--- config.mk ---
export PLATFORM = sky130hd
export DESIGN_NAME = ssx_exec
export DESIGN_NICKNAME = d
export VERILOG_FILES = /design/src/include/ssx_pkg.sv /design/src/rtl/ssx_exec.sv /design/src/rtl/ssx_addsub.sv
export SDC_FILE = /design/constraint.sdc
export NUM_CORES = 1
export LEC_CHECK = 0
export BUFFER_PORTS_ARGS = -buffer_cell sky130_fd_sc_hd__buf_4
export CAP_MARGIN = 5
export CORE_MARGIN = 2
export CORE_UTILIZATION = 30
export DETAILED_ROUTE_END_ITERATION = 8
export GPL_TIMING_DRIVEN = 0
export PLACE_DENSITY = 0.61
export SLEW_MARGIN = 40
export SYNTH_ARGS = -nofsm -noshare
export SYNTH_HDL_FRONTEND = slang
export SYNTH_SLANG_ARGS = --single-unit
--- constraint.sdc ---
create_clock -name mclk -period 2.2 [get_ports mclk]
set_input_delay 0 -clock mclk [delete_from_list [all_inputs] [get_ports mclk]]
set_output_delay 0 -clock mclk [all_outputs]
set_load 0.005 [all_outputs]
--- src/include/ssx_pkg.sv ---
// Package for the subtract / test-zero-skip / xor-to-memory execute block.
// Assumes an 8-bit datapath and a decoder that issues one opcode per machine cycle.
package ssx_pkg;
    localparam int SSX_DATA_W = 8;
    // Opcodes as presented by the decoder
    typedef enum logic [1:0] {
        SSX_OP_NOP = 2'h0,
        SSX_OP_SUB = 2'h1,
        SSX_OP_MTZ = 2'h2,
        SSX_OP_XRM = 2'h3
    } ssx_op_t;
    // Execution phases
    typedef enum logic [0:0] {
        SSX_ST_RUN = 1'h0,
        SSX_ST_IDLE = 1'h1
    } ssx_state_t;
    localparam logic [7:0] SSX_ACC_RST = 8'h00;
    localparam logic SSX_FLAG_RST = 1'h0;
    // Skip path spends one extra machine cycle
    localparam int SSX_SKIP_IDLE_CYC = 1;
endpackage

--- src/rtl/ssx_exec.sv ---
// Execute unit for subtract, move-test-zero-skip and xor-to-memory.
// Assumes operand is the addressed data-memory byte, valid with op.
`timescale 1ns/1ps
`default_nettype none
module ssx_exec
    import ssx_pkg::*;
#(
    parameter int W = SSX_DATA_W
)
(
    input wire logic mclk,
    input wire logic rst,
    input wire logic op_valid,
    input wire logic [1:0] op_code,
    input wire logic [W-1:0] mem_operand,
    output logic [W-1:0] accumulator_reg,
    output logic [W-1:0] mem_wdata,
    output logic mem_we,
    output logic flag_z,
    output logic flag_c,
    output logic flag_ac,
    output logic flag_ov,
    output logic discard_fetch,
    output logic busy
)
;
    // Flag and check logic are written for the 8-bit datapath only
    if (W != 8)
    begin : g_bad_width
        $error("ssx_exec supports only an 8-bit datapath");
    end

    logic [W-1:0] accumulator_ff;
    logic [W-1:0] mem_wdata_ff;
    logic mem_we_ff;
    logic z_ff;
    logic c_ff;
    logic ac_ff;
    logic ov_ff;
    logic discard_ff;
    ssx_state_t state_ff;
    logic [W-1:0] diff;
    logic cout;
    logic hcout;
    logic ovf;
    logic take;
    ssx_op_t op;

    assign op = ssx_op_t'(op_code);
    // Decoder instructions are ignored while the idle slot runs
    assign take = op_valid && (state_ff == SSX_ST_RUN);

    // Inverted operand with carry-in one forms the difference
    ssx_addsub #(.W(W)) u_sub (
        .a(accumulator_ff),
        .b(~mem_operand),
        .cin(1'b1),
        .sum(diff),
        .cout(cout),
        .hcout(hcout),
        .ovf(ovf)
    );

    // Accumulator updates
    always_ff @(posedge mclk)
    begin
        if (rst)
        begin
            accumulator_ff <= SSX_ACC_RST;
        end
        else if (take && op == SSX_OP_SUB)
        begin
            accumulator_ff <= diff;
        end
        else if (take && op == SSX_OP_MTZ)
        begin
            accumulator_ff <= mem_operand;
        end
    end

    // Memory write-back only for the xor form; test-zero never writes
    always_ff @(posedge mclk)
    begin
        if (rst)
        begin
            mem_we_ff <= 1'b0;
            mem_wdata_ff <= '0;
        end
        else
        begin
            mem_we_ff <= take && (op == SSX_OP_XRM);
            if (take && op == SSX_OP_XRM)
            begin
                mem_wdata_ff <= accumulator_ff ^ mem_operand;
            end
        end
    end

    // Status flags; test-zero move leaves all flags alone
    always_ff @(posedge mclk)
    begin
        if (rst)
        begin
            z_ff <= SSX_FLAG_RST;
            c_ff <= SSX_FLAG_RST;
            ac_ff <= SSX_FLAG_RST;
            ov_ff <= SSX_FLAG_RST;
        end
        else if (take && op == SSX_OP_SUB)
        begin
            z_ff <= (diff == '0);
            c_ff <= cout;
            ac_ff <= hcout;
            ov_ff <= ovf;
        end
        else if (take && op == SSX_OP_XRM)
        begin
            z_ff <= ((accumulator_ff ^ mem_operand) == '0);
        end
    end

    // Skip sequencing: zero value inserts one idle cycle
    always_ff @(posedge mclk)
    begin
        if (rst)
        begin
            state_ff <= SSX_ST_RUN;
            discard_ff <= 1'b0;
        end
        else
        begin
            case (state_ff)
                SSX_ST_RUN:
                begin
                    if (take && op == SSX_OP_MTZ && mem_operand == '0)
                    begin
                        state_ff <= SSX_ST_IDLE;
                        discard_ff <= 1'b1;
                    end
                    else
                    begin
                        discard_ff <= 1'b0;
                    end
                end
                SSX_ST_IDLE:
                begin
                    state_ff <= SSX_ST_RUN;
                    discard_ff <= 1'b0;
                end
                default:
                begin
                    state_ff <= SSX_ST_RUN;
                    discard_ff <= 1'b0;
                end
            endcase
        end
    end

    assign accumulator_reg = accumulator_ff;
    assign mem_wdata = mem_wdata_ff;
    assign mem_we = mem_we_ff;
    assign flag_z = z_ff;
    assign flag_c = c_ff;
    assign flag_ac = ac_ff;
    assign flag_ov = ov_ff;
    assign discard_fetch = discard_ff;
    assign busy = (state_ff == SSX_ST_IDLE);

    // Checks
    property p_sub_acc;
        @(posedge mclk) disable iff (rst)
        (take && op == SSX_OP_SUB) |=>
            accumulator_reg == $past(accumulator_ff) + ~$past(mem_operand) + 8'h01;
    endproperty
    a_sub_acc: assert property (p_sub_acc) else $error("subtract result wrong");

    property p_sub_carry;
        @(posedge mclk) disable iff (rst)
        (take && op == SSX_OP_SUB) |=>
            flag_c == ($past(accumulator_ff) >= $past(mem_operand));
    endproperty
    a_sub_carry: assert property (p_sub_carry) else $error("carry not borrow-inverse");

    property p_mtz_load;
        @(posedge mclk) disable iff (rst)
        (take && op == SSX_OP_MTZ) |=> accumulator_reg == $past(mem_operand) && !mem_we;
    endproperty
    a_mtz_load: assert property (p_mtz_load) else $error("test-zero move load wrong");

    property p_mtz_skip;
        @(posedge mclk) disable iff (rst)
        (take && op == SSX_OP_MTZ && mem_operand == 8'h00) |=>
            discard_fetch && busy ##1 !busy && !discard_fetch;
    endproperty
    a_mtz_skip: assert property (p_mtz_skip) else $error("skip not two cycles");

    property p_mtz_noskip;
        @(posedge mclk) disable iff (rst)
        (take && op == SSX_OP_MTZ && mem_operand != 8'h00) |=> !discard_fetch && !busy;
    endproperty
    a_mtz_noskip: assert property (p_mtz_noskip) else $error("nonzero move skipped");

    property p_xor_wb;
        @(posedge mclk) disable iff (rst)
        (take && op == SSX_OP_XRM) |=> mem_we &&
            mem_wdata == ($past(accumulator_ff) ^ $past(mem_operand)) &&
            flag_z == (mem_wdata == 8'h00) && $stable(accumulator_reg);
    endproperty
    a_xor_wb: assert property (p_xor_wb) else $error("xor write-back wrong");

    property p_sub_zero;
        @(posedge mclk) disable iff (rst)
        (take && op == SSX_OP_SUB) |=> flag_z == (accumulator_reg == 8'h00);
    endproperty
    a_sub_zero: assert property (p_sub_zero) else $error("subtract zero flag wrong");

    property p_mtz_flags;
        @(posedge mclk) disable iff (rst)
        (take && op == SSX_OP_MTZ) |=> $stable(flag_z) && $stable(flag_c);
    endproperty
    a_mtz_flags: assert property (p_mtz_flags) else $error("move altered flags");

    c_skip: cover property (@(posedge mclk) disable iff (rst)
        take && op == SSX_OP_MTZ && mem_operand == 8'h00);
    c_noskip: cover property (@(posedge mclk) disable iff (rst)
        take && op == SSX_OP_MTZ && mem_operand != 8'h00);
    c_borrow: cover property (@(posedge mclk) disable iff (rst) take && op == SSX_OP_SUB && !cout);
    c_xor: cover property (@(posedge mclk) disable iff (rst) take && op == SSX_OP_XRM);
endmodule
`default_nettype wire

--- src/rtl/ssx_addsub.sv ---
// Combinational adder producing sum and arithmetic flags.
// Assumes the caller inverts the subtrahend and supplies the carry in.
`timescale 1ns/1ps
`default_nettype none
module ssx_addsub
    import ssx_pkg::*;
#(
    parameter int W = 8
)
(
    input wire logic [W-1:0] a,
    input wire logic [W-1:0] b,
    input wire logic cin,
    output logic [W-1:0] sum,
    output logic cout,
    output logic hcout,
    output logic ovf
)
;
    // The nibble carry needs at least one full low nibble
    if (W < 4)
    begin : g_bad_width
        $error("ssx_addsub needs at least four bits");
    end

    logic [W:0] full;
    logic [4:0] low;
    // Full sum plus nibble carry for the auxiliary flag
    always_comb
    begin
        full = {1'b0, a} + {1'b0, b} + {{W{1'b0}}, cin};
        low = {1'b0, a[3:0]} + {1'b0, b[3:0]} + {4'h0, cin};
        sum = full[W-1:0];
        cout = full[W];
        hcout = low[4];
        ovf = (a[W-1] == b[W-1]) && (full[W-1] != a[W-1]);
    end
endmodule
`default_nettype wire

==> run_results.csv, run 1 <==
group,metric,value,unit
outcome,run_status,"finished, final reports clean",
hold_path,hold_path.startpoint,"mem_operand[1]",
power_and_ir_drop,ir_worst_vdd,0.442,mV
timing,post-route-min-period,2120,ps
timing,rsz0062_at_grt,"no",
timing,slew_viol_final,0,
grt,track_usage,15.4,%
final_layout,final_util,40.2,%
die,fp.dieH,71.2,um
worst_setup_path,path_class,"input pin to flip-flop",
final_layout,n_fill_cell,460,
grt,grt_pass1_wl,6070,um
yosys,seq_area_frac_synth,32.5,%
grt,grt_overflow_total,0,
yosys,yosysWarnings,0,
clocking,tritoncts,"built",
yosys,synthesis.nets,181,
worst_setup_path,crit_path_end_kind,"flip-flop",
final_layout,drive_above_1_share,30.3,%
die,die-area,5070,um^2
timing,setup_slack,78.2,ps
drt,num_vias,1303,
place,pre_cts_ws,84.7,ps
place,gp_congestion,0.798,
timing,final_hold_viol_count,0,
clocking,root_buffer,"clkbuf_8",
final_layout,final_area,1750,um^2
die,fp.coreArea,4350,um^2
place,post_dp_cell_area,1680,um^2
worst_setup_path,cpPeakStageDelay,530,ps
worst_setup_path,crit_arrival,2320,ps
worst_setup_path,worstPathMaxFanout,3,
worst_setup_path,regToRegStartpoint,"accumulator_reg[0]",
drt,drt.antenna.violating_nets,0,
worst_setup_path,path_delay_family,"simple AND/OR/NAND/NOR gates",
yosys,yosysTopAreaCell,"dfxtp_1",
place,io_buffers,34,
hold_path,hold-path-endpoint,"accumulator_reg[1]",
final_layout,synthToLayoutAreaGrowth,29.2,%
timing,fin_crit_sh,96.4,%
final_layout,final_nets,221,
drt,top_layer,"met4",
drt,firstDrtPassIters,4,
worst_setup_path,crit_slowest_cell,"dlygate4sd3_1",
worst_setup_path,r2r-end,"accumulator_reg[4]",
worst_setup_path,required,2400,ps
final_layout,antennaDiodeCount,0,
hold_path,hold_depth,3,
place,dp_hpwl,2790,um
clocking,cts_htree_levels,1,
yosys,syn_area_per_cell,8.52,um^2
clocking,clock-sinks,22,
yosys,ys_ff_latch,22,
yosys,synth_cell_types,49,
power_and_ir_drop,p_per_area,578,nW/um^2
yosys,syn_inst,159,
yosys,ys_async_sr_fraction,0,%
worst_setup_path,path_buf_inv,2,
timing,setup_viol,0,
timing,final.setup.tns,0,ps
clocking,cts_buffers,3,
grt,grt_pass1_vias,1252,
power_and_ir_drop,total_leakage_power,0.000721,uW
hold_path,hold_class,"input pin to flip-flop",
worst_setup_path,worstSetupStartpointType,"input pin",
timing,tightest_slew,577,ps
worst_setup_path,path_cells,"dlygate4sd3_1 > buf_4 > ha_1 > fa_2 > nor2b_2 > o21ai_0 > nor3b_1 > or4_1 > a21oi_1",
yosys,synthFlopType,"dfxtp_1",
die,initial_core_util,31.1,%
yosys,yosys-top-cells-area,"dfxtp_1 (33%), ha_1 (7.4%), a211oi_1 (6.1%), nor2_1 (4.7%), a21oi_1 (3.3%)",
run,maxCapViolCount,0,
worst_setup_path,rr_worst_depth,8,
yosys,synth_area,1360,um^2
die,die_x,71.2,um
drt,wl_met3,210,um
drt,met1_length,1810,um
timing,relSlewSlack,61.5,%
power_and_ir_drop,total_power,1010,uW
drt,wl_per_cell,14.9,um
die,top_level_ports,36,
drt,drt_wl_total,3720,um
drt,drc_errors,0,
die,fp-row-count,24,
grt,grt_max_degree,13,
clocking,cts_buffer_depth,2,
grt,antenna_found_initial,0,
drt,vias_per_cell,5.21,
clocking,clk_pin_slew_worst_paths,80,ps
timing,clock_skew,5.91,ps
worst_setup_path,r2r_slack,110,ps
drt,route.met2.wl,1650,um
yosys,synth-edff-count,0,
yosys,synth_top_cell_area_share,32.5,%
drt,first_iter_violations,54,
clocking,worst_skew_pair.late_latency,270,ps
timing,fmax,471,MHz
## stage by stage
step           std cells  hold slack [ps]
2_1_floorplan        159             75.7
3_3_place_gp         245              200
5_1_grt              250             26.7
3_5_place_dp         245              205
6_report             250             12.9
4_1_cts              250             2.34
## layer usage
metal | track usage [%] | vias up
met5 | 0 | -
met4 | 5.87 | 0
met3 | 3.99 | 7
met2 | 22.4 | 35
met1 | 21.8 | 588
li1 | - | 673
## cells in the final DEF, fill, tap and decap left out, types with 3 or more instances in the layout
cell	Yosys	final
nor3_1	7	7
clkbuf_1	3	3
nor4_1	3	3
a22oi_1	3	3
a211oi_2	2	3
buf_4	1	35
a21oi_1	9	9
o21a_1	3	3
nand2_1	3	3
buf_2	4	4
a211oi_1	11	10
ha_1	8	8
nand3_1	3	3
inv_1	12	12
o21ai_0	6	6
clkbuf_8	0	4
nor2_1	17	17
dfxtp_1	22	22
## worst max path at each step
stage / from / end / slack, ps / cells after the start
global route: accumulator_reg[0] / accumulator_reg[4] / 20 / 8
global placement: accumulator_reg[0] / accumulator_reg[4] / 80 / 8
floorplan: accumulator_reg[0] / accumulator_reg[4] / 270 / 8
CTS: mem_operand[0] / accumulator_reg[4] / 20 / 9
detailed placement: accumulator_reg[0] / accumulator_reg[4] / 80 / 8
finish: mem_operand[0] / accumulator_reg[4] / 80 / 9
## worst min-delay path, stage by stage
cell,delay (ps)
buf_4,100
a221oi_1,70
nor2_1,80
## cells in the mapped netlist (3+ instances only)
cell,instances
dfxtp_1,22
a211oi_1,11
nor3_1,7
clkbuf_1,3
nand2_1,3
inv_1,12
a22oi_1,3
o21ai_0,6
nand3_1,3
nor4_1,3
ha_1,8
o21a_1,3
nor2_1,17
nor2b_1,3
buf_2,4
a21oi_1,9
## what timing repair did
item | 4_1_cts | 5_1_grt
gates resized for setup | 0 | 3
hold buffers | 1 | 0
setup endpoints to repair | 0 | 4
buffers inserted | 0 | 0
hold endpoints to repair | 1 | 0
## layout make-up
cell class	instances	area, um^2	area share [%]
Timing Repair Buffer	35	265	15.2
Clock buffer	4	55.1	3.15
Sequential cell	22	440	25.2
Buffer	9	50.0	2.86
Inverter	13	48.8	2.79
Tap cell	52	65.1	3.72
Multi-Input combinational cell	115	826	47.2
## kinds of logic (layout without fill, tap and decap cells)
logic type / Yosys count / in the layout / synth area share (%)
DFF: 22 / 22 / 32.5
xor gates and xnor gates: 2 / 2 / 1.29
muxes: 1 / 1 / 0.739
adders and majority gates: 9 / 9 / 8.86
AOI/OAI and AO/OA: 50 / 50 / 27.7
and+or+nand+nor: 53 / 53 / 21.6
buffers and inverters: 22 / 61 / 7.29
## report_power, final
part           switching [uW]  internal [uW]
registers                13.1            418
logic                     147            132
clock network             141            160
total                     301            710
Note: power is estimated with default switching activity, not from simulation.
==> run 2, diff against run 1 <==
CELL_PAD_IN_SITES_DETAIL_PLACEMENT = 1   (was default)
CELL_PAD_IN_SITES_GLOBAL_PLACEMENT = 1   (was default)
PLACE_DENSITY = 0.75   (was 0.61)
==> run 2 against run 1 <==
Effect of this change: core utilization grew 1.0 points; combinational power grew 6%; sequential cell count is the same; worst setup slack gained 34 ps; routed wire length grew 12%; clock skew grew 2.4 ps; die area is the same; critical path depth shrank 1; non-clock buffer count grew 2; via count grew 4.6%; largest power group unchanged.
==> run_results.csv, run 2 (synthesized netlist as in run 1, its figures left out) <==
group,metric,value,unit
place,io_buffers,34,
clocking,cts_buffer_depth,2,
timing,setup_viol,0,
worst_setup_path,required,2400,ps
worst_setup_path,worstPathMaxFanout,4,
power_and_ir_drop,p_per_area,625,nW/um^2
drt,num_vias,1363,
worst_setup_path,path_buf_inv,1,
drt,drt_wl_total,4150,um
die,top_level_ports,36,
timing,slew_viol_final,0,
timing,tightest_slew,706,ps
grt,grt_pass1_wl,6700,um
final_layout,drive_above_1_share,32.0,%
timing,rsz0062_at_grt,"no",
timing,fmax,479,MHz
drt,first_iter_violations,55,
grt,grt_overflow_total,0,
worst_setup_path,crit_slowest_cell,"fa_2",
run,maxCapViolCount,0,
drt,vias_per_cell,5.41,
worst_setup_path,path_class,"flip-flop to flip-flop",
grt,grt_max_degree,14,
timing,clock_skew,8.32,ps
grt,grt_pass1_vias,1357,
clocking,tritoncts,"built",
final_layout,final_cell_mix,"buf_4 (37), dfxtp_1 (21), nor2_1 (17), inv_1 (11), a211oi_1 (11)",
drt,wl_per_cell,16.5,um
final_layout,final_common_cell,"buf_4",
grt,antenna_found_initial,0,
place,dp_hpwl,3070,um
timing,post-route-min-period,2090,ps
clocking,clock-sinks,22,
power_and_ir_drop,ir_worst_vdd,0.272,mV
die,fp.dieH,71.2,um
final_layout,final_area,1800,um^2
place,gp_congestion,0.851,
drt,drt.antenna.violating_nets,0,
drt,firstDrtPassIters,4,
final_layout,final_util,41.2,%
die,fp.coreArea,4350,um^2
final_layout,synthToLayoutAreaGrowth,32.5,%
die,initial_core_util,31.1,%
timing,final.setup.tns,0,ps
place,post_dp_cell_area,1680,um^2
timing,relSlewSlack,52.7,%
die,die_x,71.2,um
worst_setup_path,cpPeakStageDelay,420,ps
worst_setup_path,path_cells,"inv_2 > ha_4 > fa_2 > nor2b_4 > o31a_1 > mux2i_1 > nand3_1 > o31ai_2",
grt,track_usage,17.0,%
timing,fin_crit_sh,94.9,%
hold_path,hold_class,"input pin to flip-flop",
final_layout,n_fill_cell,511,
clocking,cts_buffers,3,
die,die-area,5070,um^2
timing,final_hold_viol_count,0,
final_layout,antennaDiodeCount,0,
outcome,run_status,"finished, final reports clean",
clocking,worst_skew_pair.late_latency,270,ps
worst_setup_path,crit_path_end_kind,"flip-flop",
power_and_ir_drop,total_leakage_power,0.000743,uW
final_layout,final_nets,223,
worst_setup_path,path_delay_family,"adder cells",
power_and_ir_drop,total_power,1120,uW
die,fp-row-count,24,
clocking,clk_pin_slew_worst_paths,90,ps
clocking,root_buffer,"clkbuf_8",
clocking,cts_htree_levels,1,
worst_setup_path,crit_arrival,2290,ps
drt,drc_errors,0,
worst_setup_path,worstSetupStartpointType,"flip-flop",
[run 2: cell types whose count changed in the layout (fill, tap and decap cells not counted), sizes merged]
cell / previous run / this run
bufinv: 0 / 1
clkbuf: 7 / 6
buf: 40 / 42
[run 2: metal layers]
| layer | vias up | routed length (um) | track usage (%) |
|---|---|---|---|
| li1 | 670 | - | - |
| met1 | 655 | 1930 | 23.1 |
| met2 | 35 | 1990 | 28.6 |
| met3 | 3 | 201 | 1.85 |
| met4 | 0 | 24 | 4.40 |
| met5 | - | 0 | 0 |
[run 2: report_power, final]
part,internal (uW),switching (uW)
Combinational,140,156
Sequential,419,13.5
Clock,243,151
Total,802,320
[run 2: path summary, 6_finish.rpt]
path,from,end,slack (ps),depth (start not counted)
worst min register to register,accumulator_reg[2],accumulator_reg[2],490,2
worst min-delay path,mem_operand[1],accumulator_reg[1],7,3
worst max register to register,accumulator_reg[0],flag_z,110,8
worst max-delay path,accumulator_reg[0],flag_z,110,8
[run 2: layout make-up]
cell class / count / area [um^2] / area share, %
Buffer: 9 / 50.0 / 2.79
Clock buffer: 3 / 41.3 / 2.30
Clock inverter: 1 / 30.0 / 1.67
Inverter: 13 / 48.8 / 2.72
Multi-Input combinational cell: 115 / 838 / 46.7
Sequential cell: 22 / 442 / 24.6
Tap cell: 52 / 65.1 / 3.62
Timing Repair Buffer: 37 / 280 / 15.6
[run 2: per-stage QoR]
step	setup WS, ps	instances	hold slack (ps)
after CTS	6.92	250	3.02
after floorplan	265	159	75.7
after detailed placement	59.1	245	193
final	113	252	6.88
after global placement	53.1	245	196
after global routing	13.0	252	26.2
[run 2: what timing repair did]
| item | CTS | global route |
|---|---|---|
| hold buffers | 1 | 0 |
| endpoints found under the hold margin | 1 | 0 |
| pin swaps | 0 | 5 |
| buffers inserted | 0 | 2 |
| endpoints found under the setup margin | 1 | 3 |
| gates resized for setup | 1 | 7 |
[run 2: tightest hold or removal path: cells and delay by family]
kind,cells,cell delay [ps]
AOI/OAI and AO/OA,1,70
buffers and inverters,1,100
and+or+nand+nor,1,80
==> run 3, diff against run 2 <==
CORE_UTILIZATION = 38   (was 30)
MAX_ROUTING_LAYER = met4   (was default)
PLACE_DENSITY = 0.9   (was 0.75)
==> run 3 against run 2 <==
Effect of this change: the run now ends with negative hold slack left; critical path type unchanged; global-route usage up 6.2 points; total power down 5.0%; register-to-register slack worse by 40 ps; combinational power up 2%; sequential cell count unchanged; largest cell class unchanged; worst setup slack worse by 39 ps; non-clock buffer count up 4; cell count down 0.79%; clock skew down 5.8 ps.
==> run_results.csv, run 3 (synthesized netlist as in run 1, its figures left out) <==
group,metric,value,unit
outcome,run_status,"finished, violations left",
outcome,failed_checks,"negative hold slack",
clocking,postCtsSetupBuffers,0,
clocking,cts_buffer_depth,2,
worst_setup_path,path_class,"flip-flop to flip-flop",
worst_setup_path,regToRegStartpoint,"accumulator_reg[0]",
place,dp_hpwl,3230,um
place,io_buffers,34,
timing,clock_skew,2.47,ps
grt,antenna_found_initial,0,
worst_setup_path,worstSetupStartpointType,"flip-flop",
final_layout,final_util,53.5,%
clocking,cts_buffers,3,
drt,num_vias,1441,
drt,first_iter_violations,79,
drt,drt.antenna.violating_nets,0,
timing,setup_viol,0,
grt,track_usage,23.2,%
die,fp-row-count,21,
final_layout,synthToLayoutAreaGrowth,33.7,%
grt,grt_max_degree,14,
place,gp_congestion,0.877,
final_layout,antennaDiodeCount,0,
die,top_level_ports,36,
power_and_ir_drop,ir_worst_vdd,0.223,mV
timing,setup_slack,73.2,ps
final_layout,final_common_cell,"buf_4",
timing,fmax,470,MHz
timing,slew_viol_final,0,
die,fp.coreArea,3390,um^2
clocking,clock-sinks,22,
hold_path,hold_depth,3,
clocking,worst_skew_pair.late_latency,330,ps
worst_setup_path,crit_arrival,2400,ps
grt,grt_pass1_vias,1504,
drt,wl_per_cell,17.5,um
final_layout,final_cell_mix,"buf_4 (35), dfxtp_1 (21), nor2_1 (17), inv_1 (12), a211oi_1 (10)",
die,initial_core_util,40.0,%
final_layout,drive_above_1_share,31.4,%
clocking,tritoncts,"built",
drt,vias_per_cell,5.76,
drt,firstDrtPassIters,4,
timing,final_hold_viol_count,1,
run,maxCapViolCount,0,
timing,post-route-min-period,2130,ps
power_and_ir_drop,p_per_area,588,nW/um^2
clocking,cts_htree_levels,1,
worst_setup_path,required,2470,ps
timing,relSlewSlack,57.8,%
worst_setup_path,worstPathMaxFanout,3,
drt,drc_errors,0,
power_and_ir_drop,total_leakage_power,0.000749,uW
worst_setup_path,endpoint,"accumulator_reg[4]",
power_and_ir_drop,total_power,1070,uW
die,fp.dieH,63.7,um
timing,tightest_slew,631,ps
die,die-area,4060,um^2
worst_setup_path,rr_worst_depth,8,
timing,fin_crit_sh,96.7,%
clocking,root_buffer,"clkbuf_4",
worst_setup_path,r2r-end,"accumulator_reg[4]",
final_layout,final_nets,227,
timing,rsz0062_at_grt,"yes",
grt,grt_overflow_total,0,
timing,final.setup.tns,0,ps
die,die_x,63.7,um
hold_path,hold_class,"input pin to flip-flop",
timing,hold_ws,-8.77,ps
grt,grt_pass1_wl,7170,um
worst_setup_path,r2r_slack,70,ps
worst_setup_path,crit_path_start,"accumulator_reg[0]",
drt,drt_wl_total,4370,um
worst_setup_path,crit_path_end_kind,"flip-flop",
place,pre_cts_ws,33.3,ps
clocking,clk_pin_slew_worst_paths,140,ps
run 3: where the power goes:
part	total, uW	switching [uW]	leakage (uW)	internal, uW
Clock	331	146	0.0000279	185
Combinational	301	161	0.000541	140
Sequential	434	14.5	0.000180	419
run 3: worst max-delay path: stages (launching register included):
cell and delay, ps:
dfxtp_2 350, inv_1 50, ha_2 200, fa_2 370
nor2b_2 160, o21ai_1 110, nor3b_1 180, or4_4 500
a21oi_2 150
run 3: how the worst min path moves through the flow:
stage | startpoint | to | slack (ps)
after floorplan | mem_operand[0] | busy | 80
after global placement | mem_operand[0] | busy | 190
after detailed placement | mem_operand[0] | busy | 200
after CTS | mem_operand[7] | accumulator_reg[7] | 7
after global routing | mem_operand[7] | accumulator_reg[7] | 9
final | mem_operand[7] | accumulator_reg[7] | -9
run 3: layout make-up:
class	count	area, um^2
plain buffers	9	50.0
clock buffers	3	22.5
clock inverters	1	30.0
fillers	412	1580
inverters	13	48.8
multi-input cells	115	836
flip-flops and latches	22	442
well taps	46	57.6
repair buffers	41	325
run 3: repair_timing:
item                                   in CTS  in global routing
hold buffers                                7                  0
cloned                                      0                  0
endpoints found under the hold margin       7                  0
resized for setup                           2                  6
setup endpoints to repair                   2                  3
pin swaps                                   0                  1
run 3: per-layer routing:
metal  vias up  global-route usage [%]  part of all wire, %
met3         7                    2.68                  4.9
li1        683                       -                    -
met4         0                    6.25                  1.4
met5         -                       -                    0
met2        43                    40.9                   50
met1       708                    27.8                   43
run 3: through the flow:
stage                     cells  cell area (um^2)
after floorplan             159              1360
after global placement      239              1670
after detailed placement    239              1670
after CTS                   250              1800
after global routing        250              1810
final                       250              1810
